==> src/common/scl_pkg.sv <==
`default_nettype none
package scl_pkg;
    // Scheme select encodings
    localparam logic [1:0] SCL_SCHEME_ACTIVE  = 2'h0;
    localparam logic [1:0] SCL_SCHEME_PASSIVE = 2'h1;
    // Clock and timing
    localparam int SCL_REF_CLK_MHZ       = 100;
    localparam int SCL_SERIAL_MAX_PERIOD_NS = 71;
    localparam int SCL_REF_PERIOD_NS     = 1000 / SCL_REF_CLK_MHZ;
    // Longest period rounds down; half period per clock phase
    localparam int SCL_SERIAL_DIV        = SCL_SERIAL_MAX_PERIOD_NS / SCL_REF_PERIOD_NS;
    localparam int SCL_HALF_DIV          = (SCL_SERIAL_DIV / 2 < 1) ? 1 : SCL_SERIAL_DIV / 2;
    localparam int SCL_INIT_CYCLES       = 136;
    // Image length in bits (plain default, counter width)
    localparam int SCL_CNT_W             = 24;
    localparam logic [23:0] SCL_IMAGE_BITS_DEFAULT = 24'h000100;
    // Flash read command and address
    localparam logic [7:0] SCL_FLASH_READ_CMD = 8'h03;
    localparam int SCL_CMD_BITS          = 32;
    localparam logic [23:0] SCL_FIRST_IMAGE_ADDR = 24'h000000;
endpackage
`default_nettype wire

==> src/rtl/scl_loader.sv <==
`timescale 1ns/1ps
`default_nettype none
// Notes on behaviour
// Two-image mode: master loads itself first, then streams second image to all slaves.
// Scheme select 00 is active master; 01 is passive slave.
// Master keeps chain enable output high while loading its own image.
// After own load, master drives chain enable output low and keeps clocking; code stops the clock in single-image mode.
// Single-image mode: all devices take one stream together in one cycle.
// Compressed and uncompressed images are both accepted.
// Active serial clock is at least 14 MHz, one bit per period.
// Only one flash per arrangement; flashes are never chained.
// While chain enable input is high, flash interface is not driven.
// Stay reset while request is low; resume when request released.
// Passive mode samples data on each rising edge of host clock.
// Complete is low while loading, high after success, low on new request.
// User I/O tri-stated until initialization finishes.
// Init complete is high during request low and first 136 cycles.
// Host holds passive clock steady in user mode; active clock is output.
// Host holds serial data at a defined level in user mode.
// Active mode launches commands and captures data on falling clock edge.
// After own data is captured, chain enable output goes low.
// After complete goes high, 136 init cycles precede user mode.
// Received bits are counted against the image length to end loading.
// While chain enable input is high, serial activity is ignored.
module scl_loader
    import scl_pkg::*;
(
    // Clock and reset
    input  wire logic        ref_clk,
    input  wire logic        resetn,
    // Configuration straps and control pins
    input  wire logic [1:0]  scheme_select,
    input  wire logic        config_request_n,
    input  wire logic        chain_enable_in_n,
    input  wire logic        init_done_enable,
    input  wire logic        two_image_mode,
    input  wire logic [23:0] image_bits,
    // Shared serial link
    input  wire logic        config_serial_clock_in,
    output logic             config_serial_clock_out,
    output logic             config_serial_clock_oe,
    input  wire logic        config_serial_data_in,
    // Flash side
    output logic             flash_select_n,
    output logic             flash_select_oe,
    output logic             flash_command_line,
    output logic             flash_command_oe,
    // Chain and status
    output logic             chain_enable_out_n,
    input  wire logic        config_complete_in,
    output logic             config_complete_out,
    output logic             config_complete_oe,
    output logic             config_status_n,
    output logic             init_complete,
    output logic             user_mode,
    output logic             user_io_oe,
    // Received stream
    output logic             cfg_bit_valid,
    output logic             cfg_bit
);

    typedef enum logic [5:0] {
        SCL_IDLE    = 6'h01,
        SCL_COMMAND = 6'h02,
        SCL_LOAD    = 6'h04,
        SCL_FORWARD = 6'h08,
        SCL_WAITCD  = 6'h10,
        SCL_INIT    = 6'h20
    } scl_state_e;

    scl_state_e        state_reg;
    logic [1:0]        req_sync_reg;
    logic [1:0]        ce_sync_reg;
    logic [2:0]        clk_sync_reg;
    logic [1:0]        dat_sync_reg;
    logic [1:0]        cd_sync_reg;
    logic [1:0]        sel_sync0_reg;
    logic [1:0]        sel_sync1_reg;
    logic [7:0]        div_reg;
    logic              sclk_reg;
    logic [SCL_CNT_W-1:0] bit_cnt_reg;
    logic [5:0]        cmd_cnt_reg;
    logic [31:0]       cmd_shift_reg;
    logic [7:0]        init_cnt_reg;
    logic              init_seen_reg;
    logic              own_done_reg;

    logic              req_n;
    logic              chain_hold;
    logic              active_mode;
    logic              passive_mode;
    logic              rise_ext;
    logic              half_tick;
    logic              fall_int;
    logic              sample_bit;
    logic              last_bit;

    // Pin synchronisers; the second stage is the only reader of the first
    always_ff @(posedge ref_clk or negedge resetn)
    begin
        if (!resetn)
        begin
            req_sync_reg  <= 2'h0;
            ce_sync_reg   <= 2'h3;
            clk_sync_reg  <= 3'h0;
            dat_sync_reg  <= 2'h0;
            cd_sync_reg   <= 2'h0;
            sel_sync0_reg <= 2'h0;
            sel_sync1_reg <= 2'h0;
        end
        else
        begin
            req_sync_reg  <= {req_sync_reg[0], config_request_n};
            ce_sync_reg   <= {ce_sync_reg[0], chain_enable_in_n};
            clk_sync_reg  <= {clk_sync_reg[1:0], config_serial_clock_in};
            dat_sync_reg  <= {dat_sync_reg[0], config_serial_data_in};
            cd_sync_reg   <= {cd_sync_reg[0], config_complete_in};
            sel_sync0_reg <= scheme_select;
            sel_sync1_reg <= sel_sync0_reg;
        end
    end

    assign req_n        = req_sync_reg[1];
    assign chain_hold   = ce_sync_reg[1];
    assign active_mode  = (sel_sync1_reg == SCL_SCHEME_ACTIVE);
    assign passive_mode = (sel_sync1_reg == SCL_SCHEME_PASSIVE);
    assign rise_ext     = clk_sync_reg[1] & ~clk_sync_reg[2];

    // Serial clock divider: three cycles a half gives 60 ns, above the 14 MHz floor
    always_ff @(posedge ref_clk or negedge resetn)
    begin
        if (!resetn)
        begin
            div_reg  <= 8'h00;
            sclk_reg <= 1'b0;
        end
        else if (state_reg == SCL_COMMAND || state_reg == SCL_LOAD || state_reg == SCL_FORWARD)
        begin
            if (half_tick)
            begin
                div_reg  <= 8'h00;
                sclk_reg <= ~sclk_reg;
            end
            else
            begin
                div_reg <= div_reg + 8'h01;
            end
        end
        else
        begin
            div_reg  <= 8'h00;
            sclk_reg <= 1'b0;
        end
    end

    assign half_tick = (div_reg == 8'(SCL_HALF_DIV - 1));
    // Falling edge of the generated clock: launch and capture point
    assign fall_int  = half_tick & sclk_reg;

    // One bit per clock period; passive side takes host rising edges
    // Hold-off gates both schemes, so no strobe leaks out in the cycle an active load aborts
    assign sample_bit = !chain_hold
                        && (active_mode ? (fall_int && (state_reg == SCL_LOAD || state_reg == SCL_FORWARD))
                                        : (rise_ext && state_reg == SCL_LOAD));
    assign last_bit   = (bit_cnt_reg == image_bits - 24'h000001);

    // Loading sequence
    always_ff @(posedge ref_clk or negedge resetn)
    begin
        if (!resetn)
        begin
            state_reg     <= SCL_IDLE;
            bit_cnt_reg   <= '0;
            cmd_cnt_reg   <= 6'h00;
            cmd_shift_reg <= 32'h0;
            own_done_reg  <= 1'b0;
        end
        else if (!req_n)
        begin
            state_reg    <= SCL_IDLE;
            bit_cnt_reg  <= '0;
            own_done_reg <= 1'b0;
        end
        else
        begin
            unique case (state_reg)
                SCL_IDLE:
                begin
                    if (active_mode && !chain_hold)
                    begin
                        state_reg     <= SCL_COMMAND;
                        cmd_cnt_reg   <= 6'h00;
                        cmd_shift_reg <= {SCL_FLASH_READ_CMD, SCL_FIRST_IMAGE_ADDR};
                    end
                    else if (passive_mode && !chain_hold)
                    begin
                        state_reg <= SCL_LOAD;
                    end
                end
                SCL_COMMAND:
                begin
                    if (chain_hold)
                        state_reg <= SCL_IDLE;
                    else if (fall_int)
                    begin
                        cmd_shift_reg <= {cmd_shift_reg[30:0], 1'b0};
                        cmd_cnt_reg   <= cmd_cnt_reg + 6'h01;
                        if (cmd_cnt_reg == 6'(SCL_CMD_BITS - 1))
                            state_reg <= SCL_LOAD;
                    end
                end
                SCL_LOAD:
                begin
                    if (active_mode && chain_hold)
                        state_reg <= SCL_IDLE;
                    else if (sample_bit)
                    begin
                        bit_cnt_reg <= bit_cnt_reg + 24'h000001;
                        if (last_bit)
                        begin
                            bit_cnt_reg  <= '0;
                            own_done_reg <= 1'b1;
                            state_reg    <= (active_mode && two_image_mode) ? SCL_FORWARD : SCL_WAITCD;
                        end
                    end
                end
                SCL_FORWARD:
                begin
                    if (chain_hold)
                        state_reg <= SCL_IDLE;
                    else if (sample_bit)
                    begin
                        bit_cnt_reg <= bit_cnt_reg + 24'h000001;
                        if (last_bit)
                            state_reg <= SCL_WAITCD;
                    end
                end
                SCL_WAITCD:
                begin
                    if (cd_sync_reg[1])
                        state_reg <= SCL_INIT;
                end
                SCL_INIT:
                begin
                    state_reg <= SCL_INIT;
                end
            endcase
        end
    end

    // Initialization count; image data is passed on raw, compressed or not
    always_ff @(posedge ref_clk or negedge resetn)
    begin
        if (!resetn)
        begin
            init_cnt_reg  <= 8'h00;
            init_seen_reg <= 1'b0;
        end
        else if (!req_n)
        begin
            init_cnt_reg  <= 8'h00;
            init_seen_reg <= 1'b0;
        end
        else
        begin
            if (state_reg == SCL_INIT && init_cnt_reg != 8'(SCL_INIT_CYCLES))
                init_cnt_reg <= init_cnt_reg + 8'h01;
            if (sample_bit && bit_cnt_reg == 24'(SCL_INIT_CYCLES - 1))
                init_seen_reg <= 1'b1;
        end
    end

    // Registered data outputs
    always_ff @(posedge ref_clk or negedge resetn)
    begin
        if (!resetn)
        begin
            cfg_bit_valid       <= 1'b0;
            cfg_bit             <= 1'b0;
            chain_enable_out_n  <= 1'b1;
            config_complete_out <= 1'b0;
            config_status_n     <= 1'b0;
            init_complete       <= 1'b1;
            user_mode           <= 1'b0;
        end
        else
        begin
            cfg_bit_valid       <= sample_bit && state_reg == SCL_LOAD;
            cfg_bit             <= dat_sync_reg[1];
            chain_enable_out_n  <= ~(own_done_reg & req_n);
            config_complete_out <= 1'b0;
            config_status_n     <= req_n;
            user_mode           <= req_n && state_reg == SCL_INIT
                                   && init_cnt_reg == 8'(SCL_INIT_CYCLES);
            if (!init_done_enable || !req_n || state_reg == SCL_IDLE || !init_seen_reg)
                init_complete <= 1'b1;
            else
                init_complete <= (state_reg == SCL_INIT && init_cnt_reg == 8'(SCL_INIT_CYCLES));
        end
    end

    // Complete line is open drain: pulled low until own data is in
    assign config_complete_oe = ~own_done_reg | ~req_n;

    // Flash and clock pins released whenever the chain input is high
    assign config_serial_clock_out = sclk_reg;
    assign config_serial_clock_oe  = active_mode && !chain_hold && state_reg != SCL_WAITCD
                                     && state_reg != SCL_INIT && req_n;
    assign flash_select_n     = ~(state_reg == SCL_COMMAND || state_reg == SCL_LOAD || state_reg == SCL_FORWARD);
    assign flash_select_oe    = active_mode && !chain_hold;
    assign flash_command_line = cmd_shift_reg[31];
    assign flash_command_oe   = active_mode && !chain_hold;
    assign user_io_oe         = user_mode & req_n;

endmodule
`default_nettype wire

==> config.mk <==
export PLATFORM = sky130hd
export DESIGN_NAME = scl_loader
export DESIGN_NICKNAME = d
export VERILOG_FILES = /design/src/common/scl_pkg.sv /design/src/rtl/scl_loader.sv
export SDC_FILE = /design/constraint.sdc
export NUM_CORES = 1
export LEC_CHECK = 0
export BUFFER_PORTS_ARGS = -buffer_cell sky130_fd_sc_hd__buf_2
export CAP_MARGIN = 10
export CORE_ASPECT_RATIO = 0.5
export CORE_MARGIN = 5
export CORE_UTILIZATION = 55
export CTS_CLUSTER_DIAMETER = 50
export CTS_CLUSTER_SIZE = 24
export DETAILED_ROUTE_END_ITERATION = 10
export GPL_TIMING_DRIVEN = 1
export PLACE_DENSITY = 0.84
export SLEW_MARGIN = 15
export SYNTH_ARGS = -nofsm -noshare
export SYNTH_HDL_FRONTEND = slang
export SYNTH_SLANG_ARGS = --single-unit
==> constraint.sdc <==
create_clock -name ref_clk -period 4.4 [get_ports ref_clk]
set_input_delay 0 -clock ref_clk [delete_from_list [all_inputs] [get_ports ref_clk]]
set_output_delay 0 -clock ref_clk [all_outputs]
set_load 0.005 [all_outputs]
==> summary by stage <==
Cells and area
Relative to the synthesized area, the layout overhead comes to 13.9%. The repair_antennas step left the layout with diodes totalling 0. For this run, the post-layout net count is between 600 and 700. Of the cells placed in the final design, the portion with a size suffix greater than 1 is 14.5%. The register with the most flip-flops in the layout has 24 of them.

Global route
The pin count of the biggest net entering global routing is between 80 and 90. Global routing finished with a remaining overflow of 0. The wire length of the first global-routing pass is between 15 and 20 mm. The initial antenna violation count is 0. The via count of the first global-routing pass came to ~3,600. Across every metal layer, demand over resource in global routing totals between 20% and 30%.

Clock tree
TritonCTS built the clock tree. The post-CTS repair timing setup buffer count is 0. The H-tree was split into 3 levels.

TritonCTS created 9 clock buffers. The hold-fix buffer count after cts is 8. The longest clock path from root to sink contains 2 buffers. Clock tree synthesis selected as its root buffer the cell sky130_fd_sc_hd__clkbuf_16. The number of instances resized during post-cts repair is 0.

The clock-pin slew reported for the worst setup and hold paths after clock tree synthesis is roughly 0.050 ns. The clock latency at the later pin of the worst-skew pair is 0.33 ns. Clock tree synthesis found a total of 84 sinks.

Drt
After detailed routing, the total wire length is between 9 and 10 mm. The final routed DRC violation total is 0. The routed wire length on met2 is roughly 4.4 mm. The pre-antenna-repair detailed-routing pass consisted of 5 iterations. In this run the top signal layer used is met4.

The routed design uses around 670 µm of met3 wire. The via density per instance is approximately 5.6. In this run, the number of DRC markers left after iteration 0 of detailed routing was 310. Once detail routing completed, the nets flagged for antenna violations numbered 0. The mean routed wirelength per cell is between 10 and 15 µm. The detailed router placed approximately 3,800 vias in this run. The detailed-route wire length on metal 1 is roughly 4.8 mm.

Die
The width of the chip is about 140 µm. The core box area is around 8200 µm². During I/O placement, the number of pins put on the boundary was 50. The full die area is approximately 11,000 µm². The floorplan has 23 rows.

The starting density of the core is around 58%. The overall die height is approximately 75 µm.

Place
Routability-driven placement finished with a final weighted congestion of 0.878. Detailed placement finished with a half-perimeter wire length of approximately 7.3 mm. The worst setup timing slack at the placement stage is between 0.7 and 0.8 ns.

The number of input and output port buffers inserted is between 40 and 50.

Timing
The final cycle utilization of the critical path is just over 80%. The number of failing hold endpoints at the final stage is 0. The final sum of negative setup slack is 0 ns. The setup slack after layout is 0.761 ns.

For this run, the top clock speed supported by timing is 275 MHz. The post-route minimum period is between 3 and 4 ns. In this run the tightest slew margin relative to its limit is between 30% and 40%. The clock arrives with about 0.0048 ns of skew.

The number of max-slew violations in the final report is 0. Setup violations remaining at the end of the flow were counted as 0. Setup repair after global routing left no endpoint under its margin. For the pin with the worst max-slew slack, the measured transition is ~1 ns.

Synthesis
Summing the areas of all xor and xnor instances in the mapped netlist gives 11.2% of the synthesized area. By area, the combinational part of the netlist is dominated by simple AND/OR/NAND/NOR gates. Sorting the synthesized cells by area gives the leading types as sky130_fd_sc_hd__dfrtp_1, sky130_fd_sc_hd__xnor2_1, sky130_fd_sc_hd__nor2_1, sky130_fd_sc_hd__xor2_1, sky130_fd_sc_hd__nand2_1. The post-synthesis adder-cell area fraction is about 1.9%. The mean cell area of the mapped netlist is 9.20 µm². Summed over its instances, the top area cell type makes up 42.0% of the synthesized netlist area. The number of nets in the synthesized netlist is around 550. After synthesis the netlist holds a flip-flop and latch count of 84.

The library cell occupying the most area in the post-synthesis netlist is sky130_fd_sc_hd__dfrtp_1. The count of yosys warnings during synthesis is 0. The mapped cell area is approximately 4700 µm². The sequential share of the synthesized area is ~45%. The number of distinct standard cells referenced by the synthesized netlist is between 50 and 60. In the synthesized netlist, the number of instances is ~500. The number of synthesized flops with an enable pin is 0. The fraction of synthesis flops using an asynchronous set or reset pin is between 90% and 100%. Ranked by instance count, the synthesized netlist is headed by sky130_fd_sc_hd__dfrtp_1, sky130_fd_sc_hd__nor2_1, sky130_fd_sc_hd__nand2_1.

The fraction of the mapped netlist area in compound gates is between 9 and 10%. The simple-gate area share of the yosys netlist is roughly 28%. The most used flip-flop cell after synthesis is sky130_fd_sc_hd__dfrtp_1. In the synthesized netlist, mux cells make up about 1.8% of the area. Yosys instantiated no cell more often than sky130_fd_sc_hd__dfrtp_1.

Power and ir drop
The sequential group share of total power is around half. The switching power is 369 µW. The combinational fraction of design power is approximately 8%.

The power per unit of standard cell area is 306 nW/µm². Cell internal power was estimated by the tool at 1.27 mW. The design draws between 1.5 and 2 mW.

The worst voltage drop across the vdd grid is about 0.00021 V. The leakage power summed over all cells is roughly 2.2 nW. Net switching is between 20 and 25% of the power.

The part of the total power dissipated in the clock network is between 40% and 50%.

Critical path
In this run the worst path has a maximum fanout of 19. The slowest cell on the critical path is sky130_fd_sc_hd__or4b_1. The required time reported for the critical path endpoint is about 4.6 ns. The sum of buffers and inverters on the critical path is 1. Traced cell by cell, the critical path runs through inv_1 -> ha_1 -> or4b_2 -> nor4_1 -> nand2_1 -> a21o_1 -> or4b_1 -> o21ai_4 -> nor2_1. The endpoint kind of the worst setup timing path is a register.

The category of the most critical setup path is register to register. Data on the critical path arrives at its endpoint at between 3 and 4 ns. The largest stage delay on the critical path is between 0.7 and 0.8 ns. The startpoint type of the worst setup path is a register. The family with the most delay on the worst path is simple AND/OR/NAND/NOR gates.

Hold path
The min-delay analysis places its worst path in the category input pin to register.

Run status
The flow ran to the end, and the final reports show no timing, DRC or antenna violations.

Job
The number of max-capacitance violations reported is 0.
-- kinds of logic (layout without fill, tap and decap cells) --
| family | after synthesis | count (layout) |
|---|---|---|
| compound gates | 65 | 65 |
| xor+xnor | 60 | 60 |
| fa+ha+maj | 7 | 7 |
| buf+inv | 36 | 89 |
| flops | 84 | 84 |
| mux | 8 | 8 |
| other cells | 1 | 1 |
| simple gates | 251 | 251 |
-- cell usage in the layout (no fill, tap or decap), drive strengths merged, types with 11 or more instances in the layout --
| master | instances |
|---|---|
| nand3 | 27 |
| xnor2 | 33 |
| nor2 | 64 |
| nand2 | 54 |
| or4 | 11 |
| dfrtp | 79 |
| o21ai | 27 |
| buf | 49 |
| clkbuf | 15 |
| inv | 16 |
| xor2 | 27 |
| nor4 | 17 |
| nor3 | 15 |
-- final timing paths --
path | startpoint | endpoint | slack, ns | cells after the start
worst max-delay path | div_reg[0] | bit_cnt_reg[16] | 0.76 | 9
worst min-delay path | init_done_enable | init_complete | 0.01 | 3
worst max register to register | div_reg[0] | bit_cnt_reg[16] | 0.76 | 9
worst min register to register | clk_sync_reg[0] | clk_sync_reg[1] | 0.35 | 0
max in group asynchronous | resetn | bit_cnt_reg[4] | 3.38 | 2
min in group asynchronous | resetn | sel_sync0_reg[0] | 0.40 | 2
-- tightest hold or removal path, delay by kind of cell --
| kind | cells | cell delay (ns) |
|---|---|---|
| buf+inv | 1 | 0.11 |
| compound gates | 1 | 0.10 |
| simple gates | 1 | 0.10 |
-- power by group through the flow --
stage	sequential [mW]	clock (mW)	combinational (mW)
6_report	0.809	0.700	0.134
5_1_grt	0.811	0.756	0.151
4_1_cts	0.809	0.720	0.134
3_5_place_dp	0.822	0	0.129
3_3_place_gp	0.821	0	0.125
2_1_floorplan	0.815	0	0.0758
-- layer usage --
| layer | vias to the layer above | GRT usage [%] |
|---|---|---|
| met5 | - | 0 |
| met4 | 0 | 6.87 |
| met3 | 14 | 5.20 |
| met2 | 100 | 33.3 |
| met1 | 1764 | 27.3 |
| li1 | 1887 | - |
-- metrics by stage --
step	instances	utilization (%)	cell area [µm²]	hold WS (ns)
4_1_cts	677	65.7	5370	0.00112
2_1_floorplan	512	-	4710	-0.296
5_1_grt	677	65.7	5370	0.0150
3_5_place_dp	653	61.2	5000	0.107
3_3_place_gp	653	61.2	5000	0.106
6_report	677	65.7	5370	0.0140
-- cell type report --
class                           count  area [µm²]
Clock buffer                       15         278
Inverter                           16        60.1
Sequential cell                    84        2110
Timing Repair Buffer               57         330
Clock inverter                      1        5.00
Tap cell                          112         140
Multi-Input combinational cell    392        2440
Fill cell                         665        2810
(Power assumes the default switching activity.)
